<file path="config.mk">
export PLATFORM = sky130hd
export DESIGN_NAME = uhm_pins
export DESIGN_NICKNAME = d
export VERILOG_FILES = /design/src/verilog/uhm_pkg.sv /design/src/verilog/uhm_sync.sv /design/src/verilog/uhm_pins.sv
export SDC_FILE = /design/constraint.sdc
export NUM_CORES = 1
export LEC_CHECK = 0
export BUFFER_PORTS_ARGS = -buffer_cell sky130_fd_sc_hd__buf_2
export CORE_MARGIN = 2
export CORE_UTILIZATION = 47
export CTS_CLUSTER_SIZE = 25
export DETAILED_ROUTE_END_ITERATION = 12
export PLACE_DENSITY = 0.73
export SLEW_MARGIN = 40
export SYNTH_ARGS = -nofsm -noshare
export SYNTH_HDL_FRONTEND = slang
export SYNTH_HIERARCHICAL = 1
export SYNTH_SLANG_ARGS = --single-unit
</file>
<file path="constraint.sdc">
create_clock -name mclk -period 1.4 [get_ports mclk]
set_input_delay 0.28 -clock mclk [delete_from_list [all_inputs] [get_ports mclk]]
set_output_delay 0.28 -clock mclk [all_outputs]
set_load 0.02 [all_outputs]
</file>
<file path="src/verilog/uhm_pkg.sv">
/*
 * uhm_pkg: constants for the host pin interface and modem logic of the serial controller.
 * assumes: one clock, synchronous reset, 3-bit register select, 8-bit data.
 */
package uhm_pkg;
    // ----------------------------------------------------------------
    // widths
    // ----------------------------------------------------------------
    localparam int ADDR_W = 3;
    localparam int DATA_W = 8;
    localparam int IER_W  = 4;

    // ----------------------------------------------------------------
    // register select codes
    // ----------------------------------------------------------------
    localparam logic [ADDR_W-1:0] ADDR_IER = 3'h1;
    localparam logic [ADDR_W-1:0] ADDR_FCR = 3'h2;
    localparam logic [ADDR_W-1:0] ADDR_MCR = 3'h4;
    localparam logic [ADDR_W-1:0] ADDR_MSR = 3'h6;

    // ----------------------------------------------------------------
    // field positions
    // ----------------------------------------------------------------
    localparam int MSR_DCTS = 0;
    localparam int MSR_DDSR = 1;
    localparam int MSR_TERI = 2;
    localparam int MSR_DDCD = 3;
    localparam int MSR_CTS  = 4;
    localparam int MSR_DSR  = 5;
    localparam int MSR_RI   = 6;
    localparam int MSR_DCD  = 7;
    localparam int MCR_DTR  = 0;
    localparam int MCR_RTS  = 1;
    localparam int FCR_FIFO = 0;
    localparam int FCR_DMA  = 3;
    localparam int IER_RXAV = 0;
    localparam int IER_THRE = 1;
    localparam int IER_RXER = 2;
    localparam int IER_MSTS = 3;

    // ----------------------------------------------------------------
    // reset values
    // ----------------------------------------------------------------
    localparam logic [DATA_W-1:0] RST_BYTE = 8'h00;
    localparam logic [IER_W-1:0]  RST_IER  = 4'h0;
endpackage

</file>
<file path="src/verilog/uhm_sync.sv">
/*
 * uhm_sync: two flip-flop synchroniser for a vector of pin inputs.
 * assumes: every bit is a level from outside the mclk domain.
 */
`timescale 1ns/10ps
module uhm_sync #(
    parameter int              W       = 1,
    parameter logic [W-1:0]    RST_VAL = '0
) (
    // clock and reset
    input  wire logic          mclk,
    input  wire logic          srst,
    // levels
    input  wire logic [W-1:0]  din,
    output logic      [W-1:0]  dout
);
    typedef struct packed {
        logic [W-1:0] stage1;
        logic [W-1:0] stage2;
    } uhm_sync_t;

    uhm_sync_t st_r;
    uhm_sync_t st_nxt;

    always_comb begin
        st_nxt        = st_r;
        st_nxt.stage1 = din;
        st_nxt.stage2 = st_r.stage1;
    end

    always_ff @(posedge mclk) begin
        if (srst) begin
            st_r <= '{stage1: RST_VAL, stage2: RST_VAL};
        end else begin
            st_r <= st_nxt;
        end
    end

    assign dout = st_r.stage2;
endmodule // uhm_sync

</file>
<file path="src/verilog/uhm_pins.sv">
/*
 * uhm_pins: host pin interface, modem status and control, interrupt line,
 * dma ready pins of the serial controller.
 * assumes: the uart core behind it does shifting, fifos and baud timing and
 * reports its fifo levels and interrupt sources on plain same-clock ports.
 */
// How it works
// - selected only when both high selects are high and low select low
// - rising address strobe latches register select and whether the three chip selects select the device
// - read strobe low while selected puts addressed register on output bus
// - write strobe low while selected stores input bus into addressed register
// - separate one-way 8-bit input and output data buses
// - status bit 4 shows clear-to-send, bit 0 its change since last read
// - status bit 7 shows carrier detect, bit 3 its change since last read
// - status bit 5 shows data-set-ready, bit 1 its change since last read
// - status bit 6 is the complement of the ring indicator input
// - status bit 2 set when ring input went low to high since last read
// - enabled modem interrupt fires on any cts, dcd or dsr change
// - terminal-ready pin low while its control bit is set
// - request-to-send pin low while control bit 1 is set
// - interrupt pin high while any enabled source is active
// - interrupt pin drops once its source is serviced or on reset
// - receiver runs from a separate 16x baud receive clock
// - serial output held at mark level during reset
// - select-indication output high while chip selects select the device
// - mode 0: transmit-ready low when tx empty, high after first character
// - mode 1: transmit-ready low when tx empty, high only when tx full
// - mode 0: receive-ready low while any character held, else high
// - mode 1: receive-ready low at trigger or timeout, high when emptied
`timescale 1ns/10ps
module uhm_pins
    import uhm_pkg::*;
(
    // clock and reset
    input  wire logic                        mclk,
    input  wire logic                        srst,
    // host parallel bus
    input  wire logic [uhm_pkg::ADDR_W-1:0]  address,
    input  wire logic                        adsN,
    input  wire logic                        selectHiA,
    input  wire logic                        selectHiB,
    input  wire logic                        selectLoN,
    input  wire logic                        readN,
    input  wire logic                        writeN,
    input  wire logic [uhm_pkg::DATA_W-1:0]  inData,
    output logic      [uhm_pkg::DATA_W-1:0]  outData,
    output logic                             csOut,
    output logic                             drvDisable,
    output logic                             intr,
    // modem lines
    input  wire logic                        ctsN,
    input  wire logic                        dsrN,
    input  wire logic                        dcdN,
    input  wire logic                        ringIndicatorN,
    output logic                             dtrN,
    output logic                             rtsN,
    // serial lines and receive clock
    input  wire logic                        sin,
    input  wire logic                        rclk,
    output logic                             sout,
    // dma ready pins
    output logic                             txRdyN,
    output logic                             rxRdyN,
    // uart core side
    input  wire logic [uhm_pkg::DATA_W-1:0]  coreRdData,
    input  wire logic                        coreTxSerial,
    input  wire logic                        coreTxEmpty,
    input  wire logic                        coreTxFull,
    input  wire logic                        coreRxEmpty,
    input  wire logic                        coreRxTrigger,
    input  wire logic                        coreRxTimeout,
    input  wire logic                        coreRxError,
    input  wire logic                        coreThrEmpty,
    output logic                             coreRd,
    output logic                             coreWr,
    output logic      [uhm_pkg::ADDR_W-1:0]  coreAddr,
    output logic      [uhm_pkg::DATA_W-1:0]  coreWrData,
    output logic                             coreRxSerial,
    output logic                             coreRxTick,
    output logic                             fifoEnable,
    output logic                             dmaModeSelect
);
    // ----------------------------------------------------------------
    // pin synchronisers
    // ----------------------------------------------------------------
    localparam int SW = ADDR_W + DATA_W + 12;
    localparam logic [SW-1:0] SYNC_RST = {{ADDR_W{1'b0}}, {DATA_W{1'b0}},
                                          1'b1, 1'b0, 1'b0, 1'b1, 1'b1, 1'b1,
                                          1'b1, 1'b1, 1'b1, 1'b1, 1'b1, 1'b0};

    logic [SW-1:0]     pinRaw;
    logic [SW-1:0]     pinSync;
    logic [ADDR_W-1:0] addrS;
    logic [DATA_W-1:0] dataS;
    logic              adsS;
    logic              hiAS;
    logic              hiBS;
    logic              loNS;
    logic              rdNS;
    logic              wrNS;
    logic              ctsNS;
    logic              dsrNS;
    logic              dcdNS;
    logic              riNS;
    logic              sinS;
    logic              rclkS;

    assign pinRaw = {address, inData, adsN, selectHiA, selectHiB, selectLoN, readN,
                     writeN, ctsN, dsrN, dcdN, ringIndicatorN, sin, rclk};
    assign {addrS, dataS, adsS, hiAS, hiBS, loNS, rdNS, wrNS,
            ctsNS, dsrNS, dcdNS, riNS, sinS, rclkS} = pinSync;

    uhm_sync #(
        .W       (SW),
        .RST_VAL (SYNC_RST)
    ) u_sync (
        .mclk (mclk),
        .srst (srst),
        .din  (pinRaw),
        .dout (pinSync)
    );

    // ----------------------------------------------------------------
    // helpers
    // ----------------------------------------------------------------
    function automatic logic isSelected(input logic hiA, input logic hiB,
                                        input logic loN);
        return hiA & hiB & ~loN;
    endfunction

    // ----------------------------------------------------------------
    // state
    // ----------------------------------------------------------------
    typedef struct packed {
        logic              adsPrev;
        logic              rdPrev;
        logic              wrPrev;
        logic              rclkPrev;
        logic [ADDR_W-1:0] addrLat;
        logic              selLat;
        logic [IER_W-1:0]  irq_enable_reg;
        logic [DATA_W-1:0] fcr;
        logic [DATA_W-1:0] mcr;
        logic [3:0]        msrDelta;
        logic              ctsPrev;
        logic              dsrPrev;
        logic              dcdPrev;
        logic              riPrev;
        logic [DATA_W-1:0] outData;
        logic              drvDisable;
        logic              csOut;
        logic              intr;
        logic              dtrN;
        logic              rtsN;
        logic              sout;
        logic              txRdyN;
        logic              rxRdyN;
        logic              coreRd;
        logic              coreWr;
        logic [ADDR_W-1:0] coreAddr;
        logic [DATA_W-1:0] coreWrData;
        logic              coreRxSerial;
        logic              coreRxTick;
    } uhm_state_t;

    uhm_state_t st_r;
    uhm_state_t st_nxt;

    logic [DATA_W-1:0] msrView;
    logic              rdFall;
    logic              wrFall;
    logic              mode1;
    logic              msIrq;

    always_comb begin
        msrView           = RST_BYTE;
        msrView[MSR_CTS]  = ~ctsNS;
        msrView[MSR_DSR]  = ~dsrNS;
        msrView[MSR_RI]   = ~riNS;
        msrView[MSR_DCD]  = ~dcdNS;
        msrView[3:0]      = st_r.msrDelta;
        rdFall = st_r.rdPrev & ~rdNS & st_r.selLat;
        wrFall = st_r.wrPrev & ~wrNS & st_r.selLat;
        mode1  = st_r.fcr[FCR_FIFO] & st_r.fcr[FCR_DMA];
        msIrq  = st_r.msrDelta[MSR_DCTS] | st_r.msrDelta[MSR_DDSR]
               | st_r.msrDelta[MSR_DDCD];

        st_nxt          = st_r;
        st_nxt.adsPrev  = adsS;
        st_nxt.rdPrev   = rdNS;
        st_nxt.wrPrev   = wrNS;
        st_nxt.rclkPrev = rclkS;
        st_nxt.ctsPrev  = ctsNS;
        st_nxt.dsrPrev  = dsrNS;
        st_nxt.dcdPrev  = dcdNS;
        st_nxt.riPrev   = riNS;

        // ----------------------------------------------------------------
        // address strobe latch
        // ----------------------------------------------------------------
        if (~st_r.adsPrev & adsS) begin
            st_nxt.addrLat = addrS;
            st_nxt.selLat  = isSelected(hiAS, hiBS, loNS);
        end
        st_nxt.csOut = isSelected(hiAS, hiBS, loNS);

        // ----------------------------------------------------------------
        // read path
        // ----------------------------------------------------------------
        st_nxt.coreRd = rdFall;
        if (~rdNS & st_r.selLat) begin
            st_nxt.drvDisable = 1'b0;
            case (st_r.addrLat)
                ADDR_IER: st_nxt.outData = {{(DATA_W-IER_W){1'b0}}, st_r.irq_enable_reg};
                ADDR_MCR: st_nxt.outData = st_r.mcr;
                ADDR_MSR: st_nxt.outData = msrView;
                default:  st_nxt.outData = coreRdData;
            endcase
        end else begin
            st_nxt.drvDisable = 1'b1;
            st_nxt.outData    = RST_BYTE;
        end

        // ----------------------------------------------------------------
        // write path
        // ----------------------------------------------------------------
        st_nxt.coreWr = wrFall;
        if (wrFall) begin
            st_nxt.coreAddr   = st_r.addrLat;
            st_nxt.coreWrData = dataS;
            case (st_r.addrLat)
                ADDR_IER: st_nxt.irq_enable_reg = dataS[IER_W-1:0];
                ADDR_FCR: st_nxt.fcr = dataS;
                ADDR_MCR: st_nxt.mcr = dataS;
                default:  st_nxt.irq_enable_reg = st_r.irq_enable_reg;
            endcase
        end

        // ----------------------------------------------------------------
        // modem status deltas: clear on read, a new change wins
        // ----------------------------------------------------------------
        if (rdFall && st_r.addrLat == ADDR_MSR) begin
            st_nxt.msrDelta = 4'h0;
        end
        if (st_r.ctsPrev != ctsNS) begin
            st_nxt.msrDelta[MSR_DCTS] = 1'b1;
        end
        if (st_r.dsrPrev != dsrNS) begin
            st_nxt.msrDelta[MSR_DDSR] = 1'b1;
        end
        if (st_r.dcdPrev != dcdNS) begin
            st_nxt.msrDelta[MSR_DDCD] = 1'b1;
        end
        if (~st_r.riPrev & riNS) begin
            st_nxt.msrDelta[MSR_TERI] = 1'b1;
        end

        // ----------------------------------------------------------------
        // modem control and serial pins
        // ----------------------------------------------------------------
        st_nxt.dtrN         = ~st_r.mcr[MCR_DTR];
        st_nxt.rtsN         = ~st_r.mcr[MCR_RTS];
        st_nxt.sout         = coreTxSerial;
        st_nxt.coreRxSerial = sinS;
        st_nxt.coreRxTick   = ~st_r.rclkPrev & rclkS;

        // ----------------------------------------------------------------
        // interrupt line
        // ----------------------------------------------------------------
        st_nxt.intr = (st_r.irq_enable_reg[IER_RXAV] & ~coreRxEmpty)
                    | (st_r.irq_enable_reg[IER_THRE] & coreThrEmpty)
                    | (st_r.irq_enable_reg[IER_RXER] & coreRxError)
                    | (st_r.irq_enable_reg[IER_MSTS] & msIrq);

        // ----------------------------------------------------------------
        // dma ready pins
        // ----------------------------------------------------------------
        if (!mode1) begin
            st_nxt.txRdyN = ~coreTxEmpty;
            st_nxt.rxRdyN = coreRxEmpty;
        end else begin
            if (coreTxEmpty) begin
                st_nxt.txRdyN = 1'b0;
            end else if (coreTxFull) begin
                st_nxt.txRdyN = 1'b1;
            end
            if (coreRxEmpty) begin
                st_nxt.rxRdyN = 1'b1;
            end else if (coreRxTrigger | coreRxTimeout) begin
                st_nxt.rxRdyN = 1'b0;
            end
        end
    end

    // ----------------------------------------------------------------
    // registers
    // ----------------------------------------------------------------
    always_ff @(posedge mclk) begin
        if (srst) begin
            st_r            <= '0;
            st_r.adsPrev    <= 1'b1;
            st_r.rdPrev     <= 1'b1;
            st_r.wrPrev     <= 1'b1;
            st_r.ctsPrev    <= 1'b1;
            st_r.dsrPrev    <= 1'b1;
            st_r.dcdPrev    <= 1'b1;
            st_r.riPrev     <= 1'b1;
            st_r.irq_enable_reg        <= RST_IER;
            st_r.fcr        <= RST_BYTE;
            st_r.mcr        <= RST_BYTE;
            st_r.drvDisable <= 1'b1;
            st_r.dtrN       <= 1'b1;
            st_r.rtsN       <= 1'b1;
            st_r.sout       <= 1'b1;
            st_r.txRdyN     <= 1'b0;
            st_r.rxRdyN     <= 1'b1;
            st_r.coreRxSerial <= 1'b1;
            st_r.intr       <= 1'b0;
        end else begin
            st_r <= st_nxt;
        end
    end

    // ----------------------------------------------------------------
    // outputs
    // ----------------------------------------------------------------
    assign outData       = st_r.outData;
    assign csOut         = st_r.csOut;
    assign drvDisable    = st_r.drvDisable;
    assign intr          = st_r.intr;
    assign dtrN          = st_r.dtrN;
    assign rtsN          = st_r.rtsN;
    assign sout          = st_r.sout;
    assign txRdyN        = st_r.txRdyN;
    assign rxRdyN        = st_r.rxRdyN;
    assign coreRd        = st_r.coreRd;
    assign coreWr        = st_r.coreWr;
    assign coreAddr      = st_r.coreAddr;
    assign coreWrData    = st_r.coreWrData;
    assign coreRxSerial  = st_r.coreRxSerial;
    assign coreRxTick    = st_r.coreRxTick;
    assign fifoEnable    = st_r.fcr[FCR_FIFO];
    assign dmaModeSelect = st_r.fcr[FCR_DMA];
endmodule // uhm_pins

</file>
==> summary.txt <==
GRT
  – Largest net degree at the start of global routing: 78
  – GR Overflow Total: 0
  – Total GRT Usage: 0.156
  – Most Used Layer, Global Route: met2
  – First-pass GRT wire length: about 11000 um
  – GR Util met3: 0.0556
  – Initial antenna violation count: 0
  – M2 GR Usage: 0.263
  – Number of global-route vias before repair: ~2.4k
  – Met1 GRT Util: 0.186

Yosys
  – Ys flop type: dfxtp_1
  – Synth Area in Compound Gates: 0.106
  – Adder-Cell Fraction of Synth Area: 0
  – Distinct cells, synth: 37
  – Post-Synth Simple-Gate Area: 0.210
  – Synthesized Nets: about 410
  – Synth area leader: dfxtp_1
  – Post-synth ARST share: 0
  – Seq/Total Area, Yosys: 0.570
  – Avg Inst Size Synth: roughly 10 um^2
  – Yosys warns: 6
  – Largest family of logic cells by synthesized area: simple AND/OR/NAND/NOR gates
  – Cell area after synthesis: between 3000 and 4000 um^2
  – Top cell type's share of synthesized area: 0.570
  – XOR/XNOR Fraction of Synth Area: 0.00700
  – Top post-synthesis cells by area: dfxtp_1 (57%), nor2b_1 (5.0%), a21oi_1 (4.8%), buf_4 (4.6%), or2_1 (3.2%)
  – Number of synthesized flops with an enable pin: 0
  – Synth Instances: roughly 370
  – Seq cells post-synth: 107
  – Multiplexer share of the synthesized area: 0.0240

Clock network
  – CTS tree: built
  – H-tree depth: 3
  – Clock latency on the worst-skew pair: about 0.36 ns
  – Num CTS Buffers: 9
  – Post-CTS Hold Buffers: 0
  – Clock sinks: roughly 110
  – Max Root-Sink Buffers: 2
  – Clock transition at path regs: 0.10 ns
  – Clock Root Buffer: clkbuf_8

Layout
  – Final Instance Area: between 4000 and 5000 um^2
  – Commonest non-fill, non-tap cell in the layout: dfxtp_1
  – Antenna cells: 0
  – Commonest non-fill, non-tap cells in the layout: dfxtp_1 (106), buf_2 (73), a21oi_1 (36), nor2b_1 (30), nand2_1 (28)
  – Register area: 2140 um^2
  – Multi-input logic area: roughly 1300 um^2
  – Nets: 467
  – Layout cell share with drive strength beyond 1: 0.292
  – Fill cells: 713
  – Area Overhead vs Synth: 13.8%

Setup path
  – Register-to-Register Setup Slack: between 0.1 and 0.15 ns
  – Beginning of the critical path: st_r[62]$_SDFFE_PP0P_
  – Crit end category: flop
  – CP endpoint: outData[6]$_SDFF_PP0_
  – R2R cell count: 3
  – R2r startpoint: st_r[62]$_SDFFE_PP0P_
  – CP max FO: 6
  – Data required, critical path: between 1.5 and 2 ns
  – Worst setup SP type: flop
  – Worst setup path class: reg -> reg
  – WP data arrival: about 1.6 ns
  – Crit Reg-Reg Endpoint: outData[6]$_SDFF_PP0_

Placed design
  – I/O Buffers: 73
  – Post-DP Area: 4080 um^2
  – Post-DP HPWL: between 4000 and 5000 um
  – GP Congestion: roughly 0.77

Min path
  – Hold Crit Class: in -> reg

Floorplanning
  – Die Y: 93.4 um
  – Initial Utilization: 0.486
  – Std-Cell Rows: 32
  – Die Area: ~8700 um^2
  – Ports: 74
  – CORE AREA: between 7000 and 8000 um^2
  – Die width: between 90 and 100 um

Timing
  – Max-slew violations: 0
  – Max Clock Freq: roughly 0.78 GHz
  – Post-Route Skew: roughly 0.011 ns
  – Final TNS setup: 0 ns
  – Slew @ Worst Pin: between 0.2 and 0.3 ns
  – Hold Vio Cnt, Final: 0
  – Final Setup Violations: 0
  – Min Hold Slack: between 0.07 and 0.08 ns
  – Crit share post-route: 0.916
  – RSZ-0062 raised after global routing: no
  – Slew margin rel.: 0.803
  – Crit path time final: approximately 1.3 ns

Detailed routing
  – Average wire per standard cell: about 12 um
  – DRT iter0 DRCs: around 150
  – Drt total wl: 6580 um
  – Vias per inst: 4.79
  – Pre-Repair DR Iteration Count: 4
  – Via count: 2552
  – Antenna Violating Nets Remaining: 0
  – DRC: 0

Status
  – Outcome: completed

Power
  – Pwr dens: roughly 1200 nW/um^2
  – IR drop worst, VDD: 0.000921 V
  – Leakage: approximately 1.7 nW

Job
  – Number of max-cap violations: 0
-- cell usage after synthesis, drive strengths merged, types with 2 or more instances --
cell type  number
dfxtp         107
a211o           2
a2bb2oi         4
nand3          17
a2111oi         3
mux2i           9
nand2b          9
nor2b          30
nor2           10
nor3            4
buf            36
or2            29
nand2          29
inv             2
o21ai          19
or3b            3
nor3b           2
xnor2           3
clkbuf          6
a21oi          36
-- metrics by stage --
step           cells  utilization  power [mW]  setup slack, ns
4_1_cts          531        0.550        5.09           0.0464
6_report         533        0.553        5.03            0.117
5_1_grt          533        0.553        5.25           0.0271
2_1_floorplan    368            -        3.34            0.167
3_5_place_dp     515        0.527        3.44           0.0503
3_3_place_gp     515        0.527        3.43            0.111
-- flip-flops by register name (all words and copies together) (netlist names), 3 cells and up --
register / cells
msrView: 4
outData: 8
u_sync/st_nxt: 23
coreWrData: 8
st_r: 24
coreAddr: 3
u_sync/dout: 23
-- routing by layer --
metal	up-vias	wire length, um
met1	1171	2960
met3	4	343
met5	-	0
li1	1311	-
met4	0	27
met2	66	3240
-- cells by family (layout without fill, tap and decap cells) --
group / count (synthesis) / in the layout
AND/OR/NAND/NOR: 138 / 138
flip-flops: 107 / 107
AO/OA/AOI/OAI: 67 / 67
buffers and inverters: 44 / 107
multiplexers: 9 / 9
XOR/XNOR: 3 / 3
-- worst min path at each step --
stage / start / to / slack (ns) / cells past startpoint
after floorplan: srst / u_sync/dout[0]$_SDFF_PP0_ / 0.35 / 1
after CTS: coreTxEmpty / txRdyN$_SDFFE_PP0P_ / 0.05 / 2
after global placement: st_r[63]$_SDFF_PP0_ / coreRxTick$_SDFF_PP0_ / 0.38 / 1
after detailed placement: st_r[63]$_SDFF_PP0_ / coreRxTick$_SDFF_PP0_ / 0.39 / 1
final: coreTxEmpty / txRdyN$_SDFFE_PP0P_ / 0.08 / 2
after global routing: readN / u_sync/st_nxt[7]$_SDFF_PP1_ / 0.06 / 2
-- critical path: stages, from the launching register on --
cell and delay (ns):
dfxtp_1 0.46, nand2b_1 0.19, a211o_1 0.33, a211oi_1 0.24
-- cell type report --
cell class	instances	share of cell area
tap	102	0.0299
clock inverter	7	0.0120
sequential	107	0.502
timing repair buffer	89	0.119
multi-input combinational	217	0.306
inverter	2	0.00176
clock buffer	9	0.0290
-- repair_timing --
action	in CTS	in global routing
gates resized for setup	0	4
endpoints found under the setup margin	0	13
setup buffers	0	2
-- power by group --
group          switching (mW)  internal [mW]  leakage [nW]  total (mW)
Combinational          0.0961          0.110         0.772       0.206
Sequential             0.0335           3.12         0.876        3.16
Clock                    1.01          0.656        0.0860        1.66
Total                    1.14           3.89          1.73        5.03
No activity file was read; power rests on OpenSTA's default activity.
